File: config.mk
export PLATFORM = sky130hd
export DESIGN_NAME = can_transceiver_mode_wake_control
export DESIGN_NICKNAME = d
export VERILOG_FILES = /design/src/logic/xcvr_mode_pkg.sv /design/src/logic/can_transceiver_mode_wake_control.sv /design/src/logic/phase_timer.sv
export SDC_FILE = /design/constraint.sdc
export NUM_CORES = 1
export LEC_CHECK = 0
export ABC_AREA = 0
export BUFFER_PORTS_ARGS = -buffer_cell sky130_fd_sc_hd__buf_2
export CORE_MARGIN = 1.5
export CORE_UTILIZATION = 53
export CTS_BUF_LIST = sky130_fd_sc_hd__clkbuf_16
export DETAILED_ROUTE_END_ITERATION = 7
export GPL_ROUTABILITY_DRIVEN = 1
export PLACE_DENSITY = 0.75
export SLEW_MARGIN = 0
export SYNTH_ARGS = -nofsm -noshare
export SYNTH_HDL_FRONTEND = slang
export SYNTH_SLANG_ARGS = --single-unit
File: constraint.sdc
create_clock -name clock_in -period 2.1 [get_ports clock_in]
set_input_delay 0.525 -clock clock_in [delete_from_list [all_inputs] [get_ports clock_in]]
set_output_delay 0.525 -clock clock_in [all_outputs]
set_load 0.005 [all_outputs]
File: src/logic/xcvr_mode_pkg.sv
package xcvr_mode_pkg;
  // mode encodings
  typedef enum logic [1:0] {
    MODE_UNPOWERED = 2'b00,
    MODE_WAKE = 2'b01,
    MODE_NORMAL = 2'b10,
    MODE_STANDBY = 2'b11
  } mode_e;

  // wake detector states
  typedef enum logic [2:0] {
    WK_IDLE = 3'b000,
    WK_DOM1 = 3'b001,
    WK_REC = 3'b010,
    WK_DOM2 = 3'b011,
    WK_DONE = 3'b100
  } wake_e;

  localparam int CLK_MHZ = 250;
  localparam int FILTER_NS = 500;
  localparam int FILTER_MAX_NS = 3600;
  localparam int TIMEOUT_US = 1000;
  localparam int FILTER_CYCLES = (FILTER_NS * CLK_MHZ + 999) / 1000;
  localparam int TIMEOUT_CYCLES = TIMEOUT_US * CLK_MHZ;
  localparam int CNT_W = 20;
  localparam logic RXD_RECESSIVE = 1'b1;
  localparam logic RXD_DOMINANT = 1'b0;
endpackage : xcvr_mode_pkg

File: src/logic/can_transceiver_mode_wake_control.sv
`timescale 1ns/10ps
// How it works
// - separate detectors on both supplies; mode logic reset until both valid.
// - bus high impedance until main supply above undervoltage; again on falling below.
// - normal mode with main undervoltage forces receive output recessive.
// - standby low-power receiver on while supplies above power-on low; passes bus data only after a wake event.
// - unpowered at power-up or when either supply drops below power-on low.
// - unpowered: bus biased to ground via high impedance; no transmit, receive, wake.
// - unpowered to wake once both supplies above power-on high.
// - normal falls to wake on main undervoltage low or bandgap lost.
// - standby goes to wake when standby select goes low.
// - wake mode: bus to ground, drivers off, receive output high.
// - wake to normal needs undervoltage high ok, bandgap ok, transmit high.
// - normal: slope drivers on, bus at half supply, fast receiver on.
// - standby select high enters standby: low-power receiver and wake block on.
// - standby holds receive high until wake event, then passes bus data on it (low while dominant).
// - basic variant wakes on one dominant phase of at least filter time.
// - pattern variant needs dominant, recessive, dominant, each at least filter time.
// - pattern not complete within timeout resets the detector.
// - wake detection only while both supplies valid.
// - basic filter accepts dominant no later than 3.6 us.
// - receive output low for dominant, high for recessive when passing data.
module can_transceiver_mode_wake_control #(
  parameter bit PATTERN_WAKE = 1'b0,
  parameter int TIMEOUT_LIMIT = xcvr_mode_pkg::TIMEOUT_CYCLES
) (
  input wire logic clock_in,
  input wire logic rst_in,
  input wire logic main_por_high_in,
  input wire logic main_por_low_ok_in,
  input wire logic io_por_high_in,
  input wire logic io_por_low_ok_in,
  input wire logic main_uv_high_in,
  input wire logic main_uv_low_ok_in,
  input wire logic bandgap_ok_in,
  input wire logic txd_in,
  input wire logic standby_select_in,
  input wire logic bus_dominant_in,
  output logic [1:0] mode_out,
  output logic bus_hiz_out,
  output logic bias_half_out,
  output logic bias_ground_out,
  output logic driver_en_out,
  output logic drive_dominant_out,
  output logic hs_rx_en_out,
  output logic lp_rx_en_out,
  output logic wake_en_out,
  output logic wake_event_out,
  output logic rxd_out
);
  // every pin input passes two flops before any logic reads it
  logic [10:0] meta_r;
  logic [10:0] sync_r;
  logic [10:0] raw;
  logic mpor_h, mpor_l, ipor_h, ipor_l, uvh, uvl, bg, txd, standby_select, dom, supplies_ok;

  assign raw = {main_por_high_in, main_por_low_ok_in, io_por_high_in, io_por_low_ok_in,
                main_uv_high_in, main_uv_low_ok_in, bandgap_ok_in, txd_in,
                standby_select_in, bus_dominant_in, 1'b0};

  always_ff @(posedge clock_in or posedge rst_in) begin
    if (rst_in) begin
      meta_r <= 11'h000;
      sync_r <= 11'h000;
    end else begin
      meta_r <= raw;
      sync_r <= meta_r;
    end
  end

  assign {mpor_h, mpor_l, ipor_h, ipor_l, uvh, uvl, bg, txd, standby_select, dom} = sync_r[10:1];
  assign supplies_ok = mpor_l && ipor_l;

  xcvr_mode_pkg::mode_e mode_r, mode_nxt;
  xcvr_mode_pkg::wake_e wk_r, wk_nxt;
  logic phase_met, timed_out, wk_active;
  logic [xcvr_mode_pkg::CNT_W-1:0] to_cnt_r;
  logic bus_up_r;
  logic dom_d_r;
  logic phase_ok;

  // the timer's flag is one edge old; block it on the edge where the level just flipped
  always_ff @(posedge clock_in or posedge rst_in) begin
    if (rst_in) begin
      dom_d_r <= 1'b0;
    end else begin
      dom_d_r <= dom;
    end
  end
  assign phase_ok = phase_met && dom == dom_d_r;

  always_comb begin
    mode_nxt = mode_r;
    case (mode_r)
      xcvr_mode_pkg::MODE_UNPOWERED: begin
        if (mpor_h && ipor_h) begin
          mode_nxt = xcvr_mode_pkg::MODE_WAKE;
        end
      end
      xcvr_mode_pkg::MODE_WAKE: begin
        if (standby_select) begin
          mode_nxt = xcvr_mode_pkg::MODE_STANDBY;
        end else if (uvh && bg && txd) begin
          mode_nxt = xcvr_mode_pkg::MODE_NORMAL;
        end
      end
      xcvr_mode_pkg::MODE_NORMAL: begin
        if (!uvl || !bg) begin
          mode_nxt = xcvr_mode_pkg::MODE_WAKE;
        end else if (standby_select) begin
          mode_nxt = xcvr_mode_pkg::MODE_STANDBY;
        end
      end
      xcvr_mode_pkg::MODE_STANDBY: begin
        if (!standby_select) begin
          mode_nxt = xcvr_mode_pkg::MODE_WAKE;
        end
      end
      default: mode_nxt = xcvr_mode_pkg::MODE_UNPOWERED;
    endcase
    if (!supplies_ok) begin
      mode_nxt = xcvr_mode_pkg::MODE_UNPOWERED;
    end
  end

  always_ff @(posedge clock_in or posedge rst_in) begin
    if (rst_in) begin
      mode_r <= xcvr_mode_pkg::MODE_UNPOWERED;
    end else begin
      mode_r <= mode_nxt;
    end
  end

  // bus stays disconnected from power-up until the main supply clears undervoltage
  always_ff @(posedge clock_in or posedge rst_in) begin
    if (rst_in) begin
      bus_up_r <= 1'b0;
    end else if (!supplies_ok || !uvl) begin
      bus_up_r <= 1'b0;
    end else if (uvh) begin
      bus_up_r <= 1'b1;
    end
  end

  // wake detector runs only in standby with both supplies valid
  assign wk_active = mode_r == xcvr_mode_pkg::MODE_STANDBY && supplies_ok;

  phase_timer #(
    .W(xcvr_mode_pkg::CNT_W)
  ) u_phase (
    .clock_in(clock_in),
    .rst_in(rst_in),
    .clear_in(!wk_active),
    .level_in(dom),
    .limit_in(xcvr_mode_pkg::CNT_W'(xcvr_mode_pkg::FILTER_CYCLES)),
    .reached_out(phase_met)
  );

  // timeout spans the whole pattern, started by the first dominant
  always_ff @(posedge clock_in or posedge rst_in) begin
    if (rst_in) begin
      to_cnt_r <= '0;
    end else if (!wk_active || wk_r == xcvr_mode_pkg::WK_IDLE || wk_r == xcvr_mode_pkg::WK_DONE) begin
      to_cnt_r <= '0;
    end else if (!timed_out) begin
      to_cnt_r <= to_cnt_r + {{(xcvr_mode_pkg::CNT_W-1){1'b0}}, 1'b1};
    end
  end
  assign timed_out = PATTERN_WAKE && to_cnt_r >= xcvr_mode_pkg::CNT_W'(TIMEOUT_LIMIT);

  always_comb begin
    wk_nxt = wk_r;
    case (wk_r)
      xcvr_mode_pkg::WK_IDLE: begin
        if (dom) begin
          wk_nxt = xcvr_mode_pkg::WK_DOM1;
        end
      end
      xcvr_mode_pkg::WK_DOM1: begin
        if (!dom) begin
          wk_nxt = xcvr_mode_pkg::WK_IDLE;
        end else if (phase_ok) begin
          wk_nxt = PATTERN_WAKE ? xcvr_mode_pkg::WK_REC : xcvr_mode_pkg::WK_DONE;
        end
      end
      xcvr_mode_pkg::WK_REC: begin
        // a long dominant before the recessive is fine; a recessive then needs its own filter
        if (!dom && phase_ok) begin
          wk_nxt = xcvr_mode_pkg::WK_DOM2;
        end
      end
      xcvr_mode_pkg::WK_DOM2: begin
        if (dom && phase_ok) begin
          wk_nxt = xcvr_mode_pkg::WK_DONE;
        end
      end
      xcvr_mode_pkg::WK_DONE: wk_nxt = xcvr_mode_pkg::WK_DONE;
      default: wk_nxt = xcvr_mode_pkg::WK_IDLE;
    endcase
    if (wk_r != xcvr_mode_pkg::WK_DONE && wk_nxt != xcvr_mode_pkg::WK_DONE && timed_out) begin
      wk_nxt = xcvr_mode_pkg::WK_IDLE;
    end
    if (!wk_active) begin
      wk_nxt = xcvr_mode_pkg::WK_IDLE;
    end
  end

  always_ff @(posedge clock_in or posedge rst_in) begin
    if (rst_in) begin
      wk_r <= xcvr_mode_pkg::WK_IDLE;
    end else begin
      wk_r <= wk_nxt;
    end
  end

  // output stage: all registered
  always_ff @(posedge clock_in or posedge rst_in) begin
    if (rst_in) begin
      mode_out <= 2'h0;
      bus_hiz_out <= 1'b1;
      bias_half_out <= 1'b0;
      bias_ground_out <= 1'b1;
      driver_en_out <= 1'b0;
      drive_dominant_out <= 1'b0;
      hs_rx_en_out <= 1'b0;
      lp_rx_en_out <= 1'b0;
      wake_en_out <= 1'b0;
      wake_event_out <= 1'b0;
      rxd_out <= xcvr_mode_pkg::RXD_RECESSIVE;
    end else begin
      mode_out <= mode_r;
      bus_hiz_out <= mode_r == xcvr_mode_pkg::MODE_UNPOWERED || !bus_up_r;
      bias_half_out <= mode_r == xcvr_mode_pkg::MODE_NORMAL && bus_up_r;
      bias_ground_out <= mode_r != xcvr_mode_pkg::MODE_NORMAL;
      driver_en_out <= mode_r == xcvr_mode_pkg::MODE_NORMAL && bus_up_r;
      drive_dominant_out <= mode_r == xcvr_mode_pkg::MODE_NORMAL && bus_up_r && !txd;
      hs_rx_en_out <= mode_r == xcvr_mode_pkg::MODE_NORMAL;
      lp_rx_en_out <= mode_r == xcvr_mode_pkg::MODE_STANDBY;
      wake_en_out <= wk_active;
      wake_event_out <= wk_r == xcvr_mode_pkg::WK_DONE;
      case (mode_r)
        xcvr_mode_pkg::MODE_NORMAL:
          rxd_out <= !uvl ? xcvr_mode_pkg::RXD_RECESSIVE : !dom;
        xcvr_mode_pkg::MODE_STANDBY:
          rxd_out <= wk_r == xcvr_mode_pkg::WK_DONE ? !dom : xcvr_mode_pkg::RXD_RECESSIVE;
        default: rxd_out <= xcvr_mode_pkg::RXD_RECESSIVE;
      endcase
    end
  end

  AST_UNPOWERED_ON_LOSS: assert property (@(posedge clock_in) disable iff (rst_in)
    !supplies_ok |=> mode_r == xcvr_mode_pkg::MODE_UNPOWERED) else $error("no unpowered on supply loss");
  AST_POR_TO_WAKE: assert property (@(posedge clock_in) disable iff (rst_in)
    mode_r == xcvr_mode_pkg::MODE_UNPOWERED && mpor_h && ipor_h && supplies_ok
    |=> mode_r == xcvr_mode_pkg::MODE_WAKE) else $error("unpowered did not go to wake");
  AST_NORMAL_GUARD: assert property (@(posedge clock_in) disable iff (rst_in)
    mode_r == xcvr_mode_pkg::MODE_WAKE ##1 mode_r == xcvr_mode_pkg::MODE_NORMAL
    |-> $past(uvh) && $past(bg) && $past(txd)) else $error("normal entered without conditions");
  AST_NORMAL_FALLBACK: assert property (@(posedge clock_in) disable iff (rst_in)
    mode_r == xcvr_mode_pkg::MODE_NORMAL && supplies_ok && (!uvl || !bg)
    |=> mode_r == xcvr_mode_pkg::MODE_WAKE) else $error("normal did not fall back");
  AST_STANDBY_EXIT: assert property (@(posedge clock_in) disable iff (rst_in)
    mode_r == xcvr_mode_pkg::MODE_STANDBY && !standby_select && supplies_ok
    |=> mode_r == xcvr_mode_pkg::MODE_WAKE) else $error("standby did not exit");
  AST_WAKE_RXD_HIGH: assert property (@(posedge clock_in) disable iff (rst_in)
    mode_r == xcvr_mode_pkg::MODE_WAKE |=> rxd_out && !driver_en_out && bias_ground_out)
    else $error("wake mode outputs wrong");
  AST_UV_RXD: assert property (@(posedge clock_in) disable iff (rst_in)
    mode_r == xcvr_mode_pkg::MODE_NORMAL && !uvl |=> rxd_out) else $error("rxd not forced");
  AST_HIZ_UV: assert property (@(posedge clock_in) disable iff (rst_in)
    !uvl |=> ##1 bus_hiz_out && !driver_en_out) else $error("bus not high impedance");
  AST_STANDBY_RXD: assert property (@(posedge clock_in) disable iff (rst_in)
    mode_r == xcvr_mode_pkg::MODE_STANDBY && wk_r != xcvr_mode_pkg::WK_DONE |=> rxd_out)
    else $error("rxd low before wake");
  AST_NO_WAKE_INACTIVE: assert property (@(posedge clock_in) disable iff (rst_in)
    !wk_active |=> wk_r == xcvr_mode_pkg::WK_IDLE) else $error("wake detector active");
  AST_FILTER_MIN: assert property (@(posedge clock_in) disable iff (rst_in)
    wk_r == xcvr_mode_pkg::WK_IDLE && wk_active && dom ##1 !dom |=> wk_r != xcvr_mode_pkg::WK_DONE)
    else $error("short pulse woke device");

  COV_NORMAL: cover property (@(posedge clock_in) mode_r == xcvr_mode_pkg::MODE_NORMAL);
  COV_STANDBY: cover property (@(posedge clock_in) mode_r == xcvr_mode_pkg::MODE_STANDBY);
  COV_WAKE_EVENT: cover property (@(posedge clock_in) wk_r == xcvr_mode_pkg::WK_DONE && !rxd_out);
  COV_TIMEOUT: cover property (@(posedge clock_in) timed_out && wk_r == xcvr_mode_pkg::WK_REC);
endmodule : can_transceiver_mode_wake_control

File: src/logic/phase_timer.sv
`timescale 1ns/10ps
// counts cycles a level has held; restarts on every change
module phase_timer #(
  parameter int W = 20
) (
  input wire logic clock_in,
  input wire logic rst_in,
  input wire logic clear_in,
  input wire logic level_in,
  input wire logic [W-1:0] limit_in,
  output logic reached_out
);
  logic level_r;
  logic [W-1:0] cnt_r;

  always_ff @(posedge clock_in or posedge rst_in) begin
    if (rst_in) begin
      level_r <= 1'b0;
      cnt_r <= '0;
    end else begin
      level_r <= level_in;
      if (clear_in || level_in != level_r) begin
        cnt_r <= '0;
      end else if (cnt_r != {W{1'b1}}) begin
        cnt_r <= cnt_r + {{(W-1){1'b0}}, 1'b1};
      end
    end
  end

  always_ff @(posedge clock_in or posedge rst_in) begin
    if (rst_in) begin
      reached_out <= 1'b0;
    end else begin
      reached_out <= !clear_in && level_in == level_r && cnt_r + {{(W-1){1'b0}}, 1'b1} >= limit_in;
    end
  end
endmodule : phase_timer

# == Word level (Yosys, flattened, before mapping) ==
# Cells that the tools add are included.
# Widths: inputs -> output; s select.
# totals
reg_bits,59
latchBits,0
ramBits,0
rom_bits,0
in_bits,12
out_inout_bits,12
wordCells,90
mem_count,0
# op_classes
addsub,1
multipliers,0
div_mod_pow,0
n_lt_le_gt_ge,1
n_eq_ne,19
shifts,0
muxes,22
bitwise_logic,0
n_reduce_logical,29
# op_table
operator,count
$mux 20,2
$add 20x1->20 const B,1
$ge 20x7->1 const B,1
$ne 20x20->1 const B,1
$mux 3,6
$ne 3x3->1 const B,5
$pmux 3 s5,1
$mux 2,7
$logic_and 1x1->1,12
$ne 4x4->1 const B,3
$pmux 2 s4,1
$reduce_and 4->1,2
$logic_not 1->1,7
$eq 3x2->1 const B,2
$eq 2x2->1 const B,2
$logic_or 1x1->1,4
$mux 1,4
$reduce_bool 2->1,2
$eq 3x1->1 const B,1
$eq 3x3->1 const B,1
$logic_not 3->1,1
$eq 2x1->1 const B,1
$logic_not 2->1,1
$ne 2x2->1 const B,1
3 further kinds,3

# == Depth between registers and ports, before layout ==
# depth
word_depth,6
mapped_depth,8
depth_no_buf,7

# == Hierarchy ==
# A second synthesis with hierarchy kept.
# unflattened
hier_cells,265
hier_area_um2,2944.1
# modules_own_cells
mod,instances,cells_each,area_each_um2,seq_area_each_um2
phase_timer,1,179,1672.9,550.5
can_transceiver_mode_wake_control,1,86,1271.2,954.7

# == Least setup slack after synthesis ==
# No wires, ideal clock.
# synth_path
path_type,reg2reg
from,reg u_phase.cnt_r[0]
to,reg u_phase.reached_out
setup_time_ns,0.142
arrival_time_ns,1.604
t_required_ns,1.958
slack_ns,0.354
stages_incl_launch_ff,8
n_path_buf,0
period_less_slack_ns,1.746
cell_sequence,dfrtp_1 ha_1 nand2_1 nor4_2 xor2_1 a311oi_1 o211a_1 a41oi_2
# synth_via
elab_chain_cells,3
# synth_lines
element,line_no,source
from (decl),phase_timer.sv:14,logic [W-1:0] cnt_r;
from (signal assigned),phase_timer.sv:25,"cnt_r <= cnt_r + {{(W-1){1'b0}}, 1'b1};"
$add 20x1->20,phase_timer.sv:34,"reached_out <= !clear_in && level_in == level_r && cnt_r + {{(W-1){1'b0}}, 1'b1} >= limit_in;"
$ge 20x7->1,phase_timer.sv:34,
$logic_and 1x1->1,phase_timer.sv:34,
to (signal assigned),phase_timer.sv:34,
to (decl),phase_timer.sv:11,output logic reached_out
# Every way passes these cells.
# A chain may end at the register's enable or synchronous reset.

# == Final worst setup path ==
# layout_path
from,reg u_phase.cnt_r[1]
to,reg u_phase.reached_out
# Same word-level chain as after synthesis.

==> impl_metrics.yaml <==
global_route:
  grt_start_max_net_pins: 30
  antenna_found_initial: 0
  grt_overflow: 0
  grt_pass1_wl_um: 7760
  grt_pass1_vias: 1588
  groute.usage.overall: 0.199
floorplanning:
  die_w_um: 73.3
  initial_utilization: 0.551
  placementRows: 25
  die_h_um: 73.3
  io_pins: 24
  die_area_mm2: 0.00537
  core_area_mm2: 0.00475
sta:
  hold_viol_final: 0
  setup_tns_ns: 0
  fin_crit_ns: 1.94
  fmax_mhz: 516
  rsz0062_at_grt: "no"
  setup_viol: 0
  period_share: 0.923
  drv_slew: 0
  skew_ns: 0.00522
  worstMarginPinSlew_ns: 0.581
  maxSlewHeadroom: 0.612
layout:
  fillCellCount: 375
  drive_above_1_share: 0.221
  post-route-util: 0.651
  area_growth_pct: 18.3
  fin_nets: 286
  final_common_cell: "dfrtp_1"
  n_antenna_cell: 0
  mostFrequentLayoutCells: "dfrtp_1, nand2_1, buf_2, o21ai_0, nand3_1"
setup_path:
  reg2reg_depth: 7
  endpoint_kind: "flop"
  worst_ep_arrival_time_ns: 2.12
  cp.required_ns: 2.28
  critPathMaxFanout: 6
  criticalPathCategory: "flop to flop"
  r2r-end: "u_phase.reached_out"
  start_kind: "flop"
  rr_startpoint: "u_phase.cnt_r[1]"
  r2r_slack_ns: 0.16
logic_synthesis:
  synth_top_family_by_area: "simple AND/OR/NAND/NOR gates"
  synth_nets: 254
  synth_compound_area_frac: 0.0999
  synth_cell_type_count: 49
  synthAdderAreaFrac: 0.0335
  ys_seq_area_frac: 0.565
  synth_mux_area_frac: 0.00813
  synth_area_per_cell_um2: 11.1
  yosys.area_share.simple: 0.183
  syn_inst: 235
  ys_ff_latch: 59
  synth-edff-count: 0
  synthFlopType: "dfrtp_1"
  syn_area_mm2: 0.00262
  async_reset_ff_frac: 1.00
  yosys_warnings: 0
  synth-xor-area-share: 0.0703
worst_hold_path:
  hold_class: "input port to asynchronous set/reset pin"
drt:
  drtIter0Drc: 155
  vias: 1775
  route.detailed.drc: 0
  ant_nets: 0
  firstDrtPassIters: 4
  wl_per_cell_um: 13.7
  routed_wl_um: 4650
  viasPerCell: 5.24
pwr:
  leakagePower_nw: 1.46
  powerDensity_mw_per_mm2: 799
  irDropWorstVdd_mv: 0.575
clock_tree:
  cts_buffer_depth: 2
  cts_hold_buf: 0
  cts_root_buffer: "clkbuf_16"
  clock-sinks: 59
  post-cts-setup-buffers: 0
  cts-buffers-inserted: 9
  h-tree-depth: 3
  tritoncts: "done"
  clock_latency_ns: 0.32
  cts_resized: 0
  clk_pin_slew_worst_paths_ns: 0.05
placed_design:
  dp.final_hpwl_um: 3220
  port_buffers: 23
  gp_congestion: 0.855
job:
  drv_cap: 0
status:
  status: "finished clean"
## worst max path at each step
stage                           to              from
5_1_grt           u_phase.cnt_r[0]  u_phase.cnt_r[1]
3_3_place_gp   u_phase.reached_out  u_phase.cnt_r[0]
2_1_floorplan             bus_up_r            rst_in
4_1_cts        u_phase.reached_out  u_phase.cnt_r[0]
6_report       u_phase.reached_out  u_phase.cnt_r[1]
3_5_place_dp   u_phase.reached_out  u_phase.cnt_r[0]
## metal layers
| layer | GRT usage | wire length [um] |
|---|---|---|
| met1 | 0.296 | 2290 |
| met2 | 0.263 | 2070 |
| met3 | 0.0658 | 234 |
| met4 | 0.0881 | 63 |
| met5 | 0 | 0 |
## layout make-up
| cell class | count | area [um^2] | area share |
|---|---|---|---|
| well taps | 67 | 83.8 | 0.0271 |
| clock inverters | 7 | 37.5 | 0.0121 |
| flip-flops and latches | 59 | 1480 | 0.478 |
| inverters | 10 | 37.5 | 0.0121 |
| multi-input cells | 157 | 1050 | 0.339 |
| repair buffers | 30 | 180 | 0.0582 |
| clock buffers | 9 | 225 | 0.0727 |
## synthesized netlist by cell type (all sizes together), types with 4 or more instances
library cell	n	area share
xor2	12	0.040
ha	7	0.033
xnor2	9	0.030
nor3	7	0.018
o21ai	22	0.042
dfrtp	56	0.54
clkbuf	4	0.010
inv	10	0.014
a21oi	4	0.0076
buf	4	0.012
nand2	26	0.037
nor2	10	0.016
nand3	17	0.033
nand4	6	0.026
and2	4	0.0096
## sequential cells by signal, indices dropped and copies added, names as in the netlist
register and count:
bias_ground_out 1, bus_hiz_out 1, bus_up_r 1, drive_dominant_out 1, driver_en_out 1, hs_rx_en_out 1, lp_rx_en_out 1, meta_r 10
mode_out 2, mode_r 2, rxd_out 1, sync_r 10, u_phase.cnt_r 20, u_phase.level_r 1, u_phase.reached_out 1, wake_en_out 1
wake_event_out 1, wk_r 3
## power by group
| group | switching, mW | internal (mW) |
|---|---|---|
| combinational | 0.0325 | 0.0196 |
| sequential | 0.0116 | 1.16 |
| clock | 0.470 | 0.779 |
## kinds of logic after synthesis
logic type,after synthesis
AO/OA/AOI/OAI,41
XOR/XNOR,21
adder cells (fa/ha/maj),7
buffers and inverters,19
flip-flops,59
multiplexers,2
AND/OR/NAND/NOR,86
## stage by stage
stage / instance area [um^2] / std cells / total power, mW / setup WS (ns) / hold slack, ns
after floorplan: 2620 / 235 / 1.22 / 0.124 / 0.331
after CTS: 3080 / 339 / 2.51 / 0.0763 / 0.284
final: 3100 / 339 / 2.47 / 0.161 / 0.264
after detailed placement: 2820 / 323 / 1.25 / 0.0932 / 0.335
after global placement: 2820 / 323 / 1.24 / 0.274 / 0.331
after global routing: 3100 / 339 / 2.56 / 0.0187 / 0.295
## critical path: stages, from the launching register on
cell and delay, ns:
dfrtp_1 0.43, ha_2 0.26, nand2_1 0.16, nor4_4 0.31
xor2_1 0.14, a311oi_2 0.21, o211a_1 0.19, a41oi_2 0.11
No activity file was read; power rests on OpenSTA's default activity.
